### config.mk
export PLATFORM = sky130hd
export DESIGN_NAME = ebio_port
export DESIGN_NICKNAME = d
export VERILOG_FILES = /design/src/design/ebio_addr_decode.v /design/src/design/ebio_pin_cell.v /design/src/design/ebio_port.v
export VERILOG_INCLUDE_DIRS = /design/src /design/src/design
export SDC_FILE = /design/constraint.sdc
export NUM_CORES = 1
export LEC_CHECK = 0
export BUFFER_PORTS_ARGS = -buffer_cell sky130_fd_sc_hd__buf_2
export CORE_ASPECT_RATIO = 1.2
export CORE_MARGIN = 5
export CORE_UTILIZATION = 45
export CTS_BUF_LIST = sky130_fd_sc_hd__clkbuf_8
export DETAILED_ROUTE_END_ITERATION = 10
export HOLD_SLACK_MARGIN = 0.05
export PLACE_DENSITY_LB_ADDON = 0.25
export SETUP_SLACK_MARGIN = 0.1
export SLEW_MARGIN = 20
export SYNTH_ARGS = -nofsm -noshare
export SYNTH_HDL_FRONTEND = slang
export SYNTH_SLANG_ARGS = --single-unit
### constraint.sdc
create_clock -name core_clk -period 1.2 [get_ports core_clk]
set_input_delay 0.18 -clock core_clk [delete_from_list [all_inputs] [get_ports core_clk]]
set_output_delay 0.18 -clock core_clk [all_outputs]
set_load 0.02 [all_outputs]
### src/design/ebio_defines.vh
// Contract
// - one port of eight two-way pins, 0 to 7, each configured on its own
// - per pin, a segment-select bit hands the pin to the segment driver
// - output direction offers high impedance, P open drain, N open drain, CMOS
// - input direction offers high impedance, pull-down or pull-up
// - pin data register at F270 drives each output-direction pin
// - output-direction pins read back the last written data value
// - input-direction pins read back the sampled pin level
// - data bit 0 is low level, 1 is high level
// - direction bit 0 means output (reset), 1 means input
// - direction register at F271, bit n steers pin n
// - all four registers are 8-bit read/write and reset to 00
// - F272 takes byte or word access covering both; F273 byte only
// - drive-mode low holds mode bit 0, drive-mode high mode bit 1, per pin
// - mode code decode: out 00 Z,01 P,10 N,11 CMOS; in 00 Z,01 PD,10 PU,11 Z
`ifndef EBIO_DEFINES_VH
`define EBIO_DEFINES_VH

`define EBIO_PINS 8
`define EBIO_ADDR_W 16
`define EBIO_BUS_W 16

`define EBIO_ADDR_PIN_DATA 16'hF270
`define EBIO_ADDR_PIN_DIRECTION 16'hF271
`define EBIO_ADDR_DRIVE_MODE_LOW 16'hF272
`define EBIO_ADDR_DRIVE_MODE_HIGH 16'hF273
`define EBIO_ADDR_DRIVE_MODE_WORD 16'hF272

`define EBIO_RST_PIN_DATA 8'h00
`define EBIO_RST_PIN_DIRECTION 8'h00
`define EBIO_RST_DRIVE_MODE_LOW 8'h00
`define EBIO_RST_DRIVE_MODE_HIGH 8'h00

`define EBIO_DIR_OUTPUT 1'b0
`define EBIO_DIR_INPUT 1'b1

`define EBIO_MODE_OUT_HIZ 2'h0
`define EBIO_MODE_OUT_PCH 2'h1
`define EBIO_MODE_OUT_NCH 2'h2
`define EBIO_MODE_OUT_CMOS 2'h3
`define EBIO_MODE_IN_HIZ 2'h0
`define EBIO_MODE_IN_PDOWN 2'h1
`define EBIO_MODE_IN_PUP 2'h2
`define EBIO_MODE_IN_HIZ2 2'h3

`define EBIO_SEL_PIN_DATA 4'h1
`define EBIO_SEL_PIN_DIRECTION 4'h2
`define EBIO_SEL_DRIVE_MODE_LOW 4'h4
`define EBIO_SEL_DRIVE_MODE_HIGH 4'h8
`define EBIO_SEL_NONE 4'h0

`endif

### src/design/ebio_addr_decode.v
`include "ebio_defines.vh"

module ebio_addr_decode (
  input wire [15:0] addr,
  input wire word,
  output reg [3:0] byte_sel,
  output reg word_hit
);

  // one-hot register select; a word only lands on the drive-mode pair
  always @* begin
    byte_sel = `EBIO_SEL_NONE;
    word_hit = 1'b0;
    if (word) begin
      word_hit = (addr == `EBIO_ADDR_DRIVE_MODE_WORD);
    end else begin
      case (addr)
        `EBIO_ADDR_PIN_DATA: byte_sel = `EBIO_SEL_PIN_DATA;
        `EBIO_ADDR_PIN_DIRECTION: byte_sel = `EBIO_SEL_PIN_DIRECTION;
        `EBIO_ADDR_DRIVE_MODE_LOW: byte_sel = `EBIO_SEL_DRIVE_MODE_LOW;
        `EBIO_ADDR_DRIVE_MODE_HIGH: byte_sel = `EBIO_SEL_DRIVE_MODE_HIGH;
        default: byte_sel = `EBIO_SEL_NONE;
      endcase
    end
  end

endmodule // ebio_addr_decode

### src/design/ebio_pin_cell.v
`include "ebio_defines.vh"

module ebio_pin_cell (
  input wire dir,
  input wire [1:0] mode,
  input wire level,
  input wire seg_sel,
  input wire seg_level,
  output reg pad_out,
  output reg pad_oe,
  output reg pull_up,
  output reg pull_down
);

  // drive and pull decode for one pin; pulls only ever act on inputs
  always @* begin
    pad_out = 1'b0;
    pad_oe = 1'b0;
    pull_up = 1'b0;
    pull_down = 1'b0;
    if (seg_sel) begin
      // segment driver owns the pad outright
      pad_out = seg_level;
      pad_oe = 1'b1;
    end else if (dir == `EBIO_DIR_OUTPUT) begin
      case (mode)
        `EBIO_MODE_OUT_HIZ: begin
          pad_out = 1'b0;
          pad_oe = 1'b0;
        end
        `EBIO_MODE_OUT_PCH: begin
          // p-channel can only source a high
          pad_out = 1'b1;
          pad_oe = level;
        end
        `EBIO_MODE_OUT_NCH: begin
          // n-channel can only sink a low
          pad_out = 1'b0;
          pad_oe = ~level;
        end
        `EBIO_MODE_OUT_CMOS: begin
          pad_out = level;
          pad_oe = 1'b1;
        end
        default: begin
          pad_out = 1'b0;
          pad_oe = 1'b0;
        end
      endcase
    end else begin
      case (mode)
        `EBIO_MODE_IN_PDOWN: pull_down = 1'b1;
        `EBIO_MODE_IN_PUP: pull_up = 1'b1;
        default: begin
          pull_up = 1'b0;
          pull_down = 1'b0;
        end
      endcase
    end
  end

endmodule // ebio_pin_cell

### src/design/ebio_port.v
`include "ebio_defines.vh"

module ebio_port (
  input wire core_clk,
  input wire rst,
  input wire [15:0] bus_addr,
  input wire [15:0] bus_wdata,
  input wire bus_wr,
  input wire bus_rd,
  input wire bus_word,
  output reg [15:0] bus_rdata,
  input wire [7:0] pin_in,
  output wire [7:0] pin_out,
  output wire [7:0] pin_oe,
  output wire [7:0] pull_up_en,
  output wire [7:0] pull_down_en,
  input wire [7:0] segment_select,
  input wire [7:0] segment_level
);

  reg [7:0] pin_data;
  reg [7:0] pin_direction;
  reg [7:0] drive_mode_low;
  reg [7:0] drive_mode_high;
  reg [15:0] next_rdata;
  wire [3:0] byte_sel;
  wire word_hit;
  wire [7:0] pin_view;

  // readback merge: written value on outputs, live pad level on inputs
  function [7:0] ebio_merge;
    input [7:0] dir;
    input [7:0] stored;
    input [7:0] pads;
    begin
      ebio_merge = (dir & pads) | (~dir & stored);
    end
  endfunction

  ebio_addr_decode u_decode (
    .addr(bus_addr),
    .word(bus_word),
    .byte_sel(byte_sel),
    .word_hit(word_hit)
  );

  // pin inputs are synchronous, so a read takes them straight into rdata
  assign pin_view = ebio_merge(pin_direction, pin_data, pin_in);

  // register writes; a word at F272 loads both drive-mode bytes at once
  always @(posedge core_clk or posedge rst) begin
    if (rst) begin
      pin_data <= `EBIO_RST_PIN_DATA;
      pin_direction <= `EBIO_RST_PIN_DIRECTION;
      drive_mode_low <= `EBIO_RST_DRIVE_MODE_LOW;
      drive_mode_high <= `EBIO_RST_DRIVE_MODE_HIGH;
    end else if (bus_wr) begin
      if (byte_sel == `EBIO_SEL_PIN_DATA) begin
        pin_data <= bus_wdata[7:0];
      end
      if (byte_sel == `EBIO_SEL_PIN_DIRECTION) begin
        pin_direction <= bus_wdata[7:0];
      end
      if (byte_sel == `EBIO_SEL_DRIVE_MODE_LOW || word_hit) begin
        drive_mode_low <= bus_wdata[7:0];
      end
      if (byte_sel == `EBIO_SEL_DRIVE_MODE_HIGH) begin
        drive_mode_high <= bus_wdata[7:0];
      end else if (word_hit) begin
        drive_mode_high <= bus_wdata[15:8];
      end
    end
  end

  // read mux; unmapped addresses and stray word accesses answer zero
  always @* begin
    next_rdata = 16'h0000;
    if (word_hit) begin
      next_rdata = {drive_mode_high, drive_mode_low};
    end else begin
      case (byte_sel)
        `EBIO_SEL_PIN_DATA: next_rdata = {8'h00, pin_view};
        `EBIO_SEL_PIN_DIRECTION: next_rdata = {8'h00, pin_direction};
        `EBIO_SEL_DRIVE_MODE_LOW: next_rdata = {8'h00, drive_mode_low};
        `EBIO_SEL_DRIVE_MODE_HIGH: next_rdata = {8'h00, drive_mode_high};
        default: next_rdata = 16'h0000;
      endcase
    end
  end

  // read data stands only in the cycle after the strobe, zero otherwise
  always @(posedge core_clk or posedge rst) begin
    if (rst) begin
      bus_rdata <= 16'h0000;
    end else if (bus_rd) begin
      bus_rdata <= next_rdata;
    end else begin
      bus_rdata <= 16'h0000;
    end
  end

  // one cell per pin; decode is combinational so a write acts from the next edge
  genvar gi;
  generate
    for (gi = 0; gi < `EBIO_PINS; gi = gi + 1) begin : g_pin
      ebio_pin_cell u_cell (
        .dir(pin_direction[gi]),
        .mode({drive_mode_high[gi], drive_mode_low[gi]}),
        .level(pin_data[gi]),
        .seg_sel(segment_select[gi]),
        .seg_level(segment_level[gi]),
        .pad_out(pin_out[gi]),
        .pad_oe(pin_oe[gi]),
        .pull_up(pull_up_en[gi]),
        .pull_down(pull_down_en[gi])
      );
    end
  endgenerate

endmodule // ebio_port

=== Word level (Yosys, flattened, before mapping) ===
Cells that the tools add are included.

* Word-level logic and storage cells: 175
* Register bits after elaboration: 48
* Input bits: 61

* Mux-type cells: 104
* Equality and inequality tests: 32
* Bitwise operators: 12
* Reductions and logical operators: 22

{| class="wikitable"
|+ Operators by type and width
! kind !! count
|-
| two-way mux 1 bit || 81
|-
| == test 16 bit, second input constant || 4
|-
| == test 2 bit, second input constant || 16
|-
| two-way mux 16 bit || 2
|-
| case mux 1 bit (4 select lines) || 8
|-
| case mux 8 bit (4 select lines) || 1
|-
| case mux 1 bit (3 select lines) || 8
|-
| bitwise AND 8 bit || 2
|-
| == test 2 x 1 -> 1 bit, second input constant || 8
|-
| logical NOT 2 bit || 8
|-
| two-way mux 8 bit || 2
|-
| case mux 4 bit (4 select lines) || 1
|-
| OR reduction 2 bit || 8
|-
| inverter 1 bit || 8
|-
| inverter 8 bit || 1
|-
| bitwise OR 8 bit || 1
|-
| AND reduction 2 bit || 4
|-
| == test 4 x 1 -> 1 bit, second input constant || 1
|-
| == test 4 x 2 -> 1 bit, second input constant || 1
|-
| == test 4 x 3 -> 1 bit, second input constant || 1
|-
| == test 4 bit, second input constant || 1
|-
| two-way mux 4 bit || 1
|-
| nonzero test 2 bit || 1
|-
| logical OR 1 bit || 1
|}

=== Longest topological paths before layout ===
* Depth in word-level cells: 7
* Gate-level depth with buffers: 5
* Gate-level depth less buffers: 4

=== By module ===
From an unflattened synthesis, not the netlist that was laid out.

* Cells, all modules: 247
* Area total of the unflattened synthesis: 2907.8 sq um

{| class="wikitable"
|+ By module, submodules not included
! module !! area an instance (sq um) !! instances !! seq. area each (sq um) !! cells an instance
|-
| ebio_port || 2179.6 || 1 || 1201.2 || 170
|-
| ebio_pin_cell || 75.1 || 8 || 0.0 || 8
|-
| ebio_addr_decode || 127.6 || 1 || 0.0 || 13
|}

=== Worst setup path before layout ===
Ideal clock, no wire load.

* Path kind: input port to flip-flop
* Start: in bus_addr[2]
* End: reg pin_data[0]
* Required time: 1.075 ns
* Stages on the path: 4
* Arrival: 1.394 ns
* Setup time: 0.125 ns
* Slack: -0.319 ns
* Path through: nand4bb_1 > nor4_4 > nand2_4 > mux2_2

* Word-level cells in the longest chain between the ends: 5
* Elaborated cells between the ends (all ways): 8
* Those cells by class: eq/ne: 5; mux: 2; reduce/logical: 1

{| class="wikitable"
|+ RTL lines
! element !! line !! source
|-
| from (decl) || ebio_port.v:6 || <nowiki>input wire [15:0] bus_addr,</nowiki>
|-
| == test 16 bit || ebio_addr_decode.v:17 || <nowiki>case (addr)</nowiki>
|-
| case mux 4 bit (4 select lines) * || ebio_addr_decode.v:17 ||
|-
| two-way mux 4 bit * || ebio_addr_decode.v:14 || <nowiki>if (word) begin</nowiki>
|-
| == test 4 x 1 -> 1 bit * || n/a ||
|-
| AND reduction 2 bit (no source line) * || n/a ||
|-
| to (signal assigned) || ebio_port.v:53 || <nowiki>pin_data <= `EBIO_RST_PIN_DATA;</nowiki>
|-
| to (signal assigned) || ebio_port.v:59 || <nowiki>pin_data <= bus_wdata[7:0];</nowiki>
|-
| to (decl) || ebio_port.v:21 || <nowiki>reg [7:0] pin_data;</nowiki>
|}

Mark *: on every way between the ends. The rest lies on a longest branch, timed or not.
A chain may end at the register's enable or synchronous reset.

=== Worst setup path after layout ===
* Start: reg drive_mode_low[3]
* End: out pin_out[3]

* Word-level cells in the longest chain between the ends: 5
* Elaborated cells between the ends (all ways): 8
* Those cells by class: eq/ne: 3; mux: 3; reduce/logical: 2

{| class="wikitable"
|+ RTL lines
! element !! line !! source
|-
| from (decl) || ebio_port.v:23 || <nowiki>reg [7:0] drive_mode_low;</nowiki>
|-
| from (signal assigned) || ebio_port.v:55 || <nowiki>drive_mode_low <= `EBIO_RST_DRIVE_MODE_LOW;</nowiki>
|-
| from (signal assigned) || ebio_port.v:65 || <nowiki>drive_mode_low <= bus_wdata[7:0];</nowiki>
|-
| == test 2 bit / logical NOT 2 bit (equally long branches) || ebio_pin_cell.v:26 || <nowiki>case (mode)</nowiki>
|-
| OR reduction 2 bit (no source line) || n/a ||
|-
| case mux 1 bit (3 select lines) * || ebio_pin_cell.v:26 ||
|-
| two-way mux 1 bit * || ebio_pin_cell.v:25 || <nowiki>end else if (dir == `EBIO_DIR_OUTPUT) begin</nowiki>
|-
| two-way mux 1 bit * || ebio_pin_cell.v:21 || <nowiki>if (seg_sel) begin</nowiki>
|-
| to (decl) || ebio_port.v:13 || <nowiki>output wire [7:0] pin_out,</nowiki>
|}

Marked as above.

==> reports/results.env <==
IO_PINS=109
SYNTH_TOP_CELL_AREA_SHARE=0.405
NUMBER_OF_ENABLE_FLIP_FLOP_CELLS_AFTER_SYNTHESIS=0
FIN_WORST_SKEW_NS=0.00775
SYNTH.FF_LATCH_COUNT=48
ROUTE.ANTENNA.REMAINING_NETS=0
HOLDCRITPATHCLASS='input pin to register'
SYNTHESIZED_CELL_AREA_SQ_UM=2960
STD_CELL_ROWS=32
FLOORPLAN.INITIALDENSITY=0.463
DRT_FIRST_PASS_ITERS=5
WORST_EP_REQUIRED_TIME_NS=1.02
GP_CONGESTION=0.840
ANTENNA-DIODE-COUNT=0
CLOCK-SINKS=48
VIAS_IN_THE_FIRST_GLOBAL_ROUTE=2995
DIE_HEIGHT_UM=98.9
PATH_CELLS='inv_4 -> o41ai_2 -> buf_4'
HPWL_UM=6060
TIMING.FINAL.MAX_SLEW_VIOLATIONS=0
CRIT_SLOWEST_CELL='sky130_fd_sc_hd__dfrtp_2'
SYNTH_LARGEST_AREA_CELL='sky130_fd_sc_hd__dfrtp_1'
MAXSLEWHEADROOM=0.536
YOSYS_MOST_USED_DFF='sky130_fd_sc_hd__dfrtp_1'
SYNTH_MUX_AREA_FRAC=0.122
TRITONCTS='yes'
ROUTED_WIRE_LENGTH_PER_INSTANCE_UM=19.4
SYNTH_COMPOUND_GATE_AREA_SHARE=0.137
POSTSYNTHNETCOUNT=355
LAYOUT.CORE_UTILIZATION=0.791
PORT_BUFFERS=108
POST_SYNTH_FA_HA_MAJ_AREA_FRACTION=0
FLOORPLAN.CORE_AREA_SQ_UM=6410
MAX-CAP-VIOLATIONS=0
CP_SLOWEST_STAGE_DELAY_NS=0.45
HTREE_NUM_LEVELS=2
COMBINATIONAL_FAMILY_WITH_THE_MOST_AREA_AFTER_SYNTHESIS='simple AND/OR/NAND/NOR gates'
FIN_CRIT_NS=1.57
FINALHOLDVIOLATIONS=0
DRT_DRC_VIOLATIONS_LEFT=0
CTSROOTBUFFERMASTER='sky130_fd_sc_hd__clkbuf_8'
TIMING.CRITICAL_PATH.FROM='drive_mode_low[3]'
ROUTE.VIAS.TOTAL=3076
CELL_TOTAL_AFTER_PLACEMENT=487
STATUS='finished, violations left'
VIAS_PER_CELL=5.66
VDD_IR_DROP_MAX_mV=0.483
YOSYSUNIQUECELLTYPES=35
LARGEST_FANOUT_OF_ANY_NET_ON_THE_CRITICAL_PATH=4
WORST-ENDPOINT-ARRIVAL_NS=1.39
GRT_FIRST_PASS_WIRELENGTH_UM=15000
SHARE_OF_SYNTHESIZED_FLIP_FLOPS_WITH_AN_ASYNCHRONOUS_SET_OR_RESET=1.00
GR-TOTAL-OVERFLOW=0
WORST_SETUP_PATH_START_KIND='register'
XOR_XNOR_PORTION_OF_THE_SYNTHESIZED_CELL_AREA=0
FMAX_MHz=638
UNREPAIRED_SETUP_ENDPOINTS_AFTER_GLOBAL_ROUTING='yes'
POWER_DENSITY_nW_PER_UM2=609
DIE_X_UM=84.1
AREA_GROWTH_SYN_TO_LAYOUT_PCT=70.9
CLKTRANSATPATHREGS_NS=0.09
FINALSETUPVIOLCOUNT=65
WORST-SETUP-PATH-TYPE='register to output port'
NUMCTSBUFFERS=5
SYNTH_SEQ_AREA_SHARE=0.405
R2R-START='pin_direction[2]'
TRACK_USAGE=0.222
MEAN_POST_SYNTH_CELL_AREA_SQ_UM=10.1
FIN_CELLS=543
P_LEAK_uW=0.00241
GRT_START_MAX_NET_PINS=49
PRECTSSETUPSLACK_NS=-0.492
DESIGN.DIE.AREA_SQ_UM=8320
END_KIND='output port'
LAYOUT.NETS=519
SYNTH.YOSYS.WARNINGS=0
MIN_FROM='bus_wdata[11]'
SHARE_OF_THE_CYCLE_NEEDED_BY_THE_CRITICAL_PATH_AFTER_ROUTING=1.31
CLOCKBUFFERDEPTH=2
POST_SYNTH_MAIN_AREA_CONTRIBUTORS='sky130_fd_sc_hd__dfrtp_1, sky130_fd_sc_hd__mux2_2, sky130_fd_sc_hd__buf_4'
ANTENNA_FOUND_INITIAL=0
MAX_SLEW.WORST_PIN.SLEW_NS=0.693
POSTROUTEWIRELENGTH_UM=10600
DRIVE_ABOVE_1_SHARE=0.766
VIOLATIONS_IN_THE_FINAL_REPORTS='setup timing'
SETUP_WS_POST_LAYOUT_NS=-0.367
CLOCK_INSERTION_DELAY_AT_THE_LATER_PIN_OF_THE_SKEW_REPORT_NS=0.30
DRT_ITER0_DRC=187
YOSYS.AREA_SHARE.SIMPLE=0.228
SYNTH_CELLS=294
==> registers in the layout, summed over array words and instances, names as in the netlist <==
name and count:
pin_data 8, drive_mode_high 8, bus_rdata 16, pin_direction 8
drive_mode_low 8
==> kinds of logic after synthesis <==
| group | Yosys count |
|---|---|
| mux | 32 |
| flops | 48 |
| simple gates | 104 |
| compound gates | 58 |
| buf+inv | 52 |
==> placed cells by master, fill, tap and decap left out, drive strengths merged, types with 9 or more instances in the layout <==
master | Yosys | layout
a21oi | 10 | 10
and2 | 10 | 10
buf | 36 | 199
dfrtp | 48 | 48
inv | 9 | 9
mux2 | 32 | 32
nand2 | 20 | 20
nand3 | 24 | 24
nor2 | 9 | 9
nor2b | 12 | 12
==> metrics by stage <==
| step | hold WS (ns) | TNS, ns | area (sq um) | power (uW) |
|---|---|---|---|---|
| after global routing | 0.113 | -15.13 | 5060 | 3210 |
| after floorplan | 0.210 | -10.09 | 3000 | 1860 |
| final | 0.109 | -10.27 | 5060 | 3090 |
| after CTS | 0.122 | -8.58 | 4580 | 3000 |
| after detailed placement | 0.265 | -18.15 | 3700 | 2070 |
| after global placement | 0.263 | -16.60 | 3700 | 2060 |
==> metal layers <==
metal	part of all wire	GRT usage	wire (um)
met1	0.37	0.273	3910
met2	0.54	0.397	5720
met3	0.058	0.0334	614
met4	0.030	0.0718	312
met5	0	0	0
==> final cells by class <==
class	count	area (sq um)
inverter	9	42.5
sequential	48	1220
fill	383	1340
clock buffer	5	68.8
clock inverter	2	8.76
timing repair buffer	200	1510
tap	85	106
multi-input combinational	194	2110
==> cell usage after synthesis, types with 9 or more instances <==
master and instances:
sky130_fd_sc_hd__a21oi_1 10, sky130_fd_sc_hd__buf_4 32, sky130_fd_sc_hd__dfrtp_1 48, sky130_fd_sc_hd__inv_1 9, sky130_fd_sc_hd__mux2_2 32, sky130_fd_sc_hd__nand2_1 19, sky130_fd_sc_hd__nand3_1 24, sky130_fd_sc_hd__nor2b_1 12
==> critical path, delay by kind of cell (launching register included) <==
family	cells	cell delay, ns
DFF	1	0.45
buffers and inverters	2	0.27
AOI/OAI and AO/OA	1	0.36
==> where the power goes <==
group          switching [uW]  leakage, uW  internal [uW]  total, uW
combinational             301      0.00180            262        563
clock                     517    0.0000452            389        906
sequential              0.462     0.000568           1620       1620
total                     818      0.00241           2270       3090
==> worst paths after layout <==
check,end,slack [ns],cells after the start
worst min register to register,pin_data[0],0.59,1
max in group asynchronous,pin_direction[7],0.48,4
worst min-delay path,drive_mode_high[3],0.11,3
min in group asynchronous,pin_direction[0],0.47,4
worst max register to register,bus_rdata[2],-0.18,4
worst max-delay path,pin_out[3],-0.37,3
==> repair_timing <==
item                                    CTS  global route
endpoints found under the hold margin    48             0
endpoints found under the setup margin   80            80
buffers inserted                         40            10
cloned                                    1             0
pin swaps                                52            34
hold buffers                              1             0
gates resized for setup                 123            91
Power figures use the tool's default switching activity.
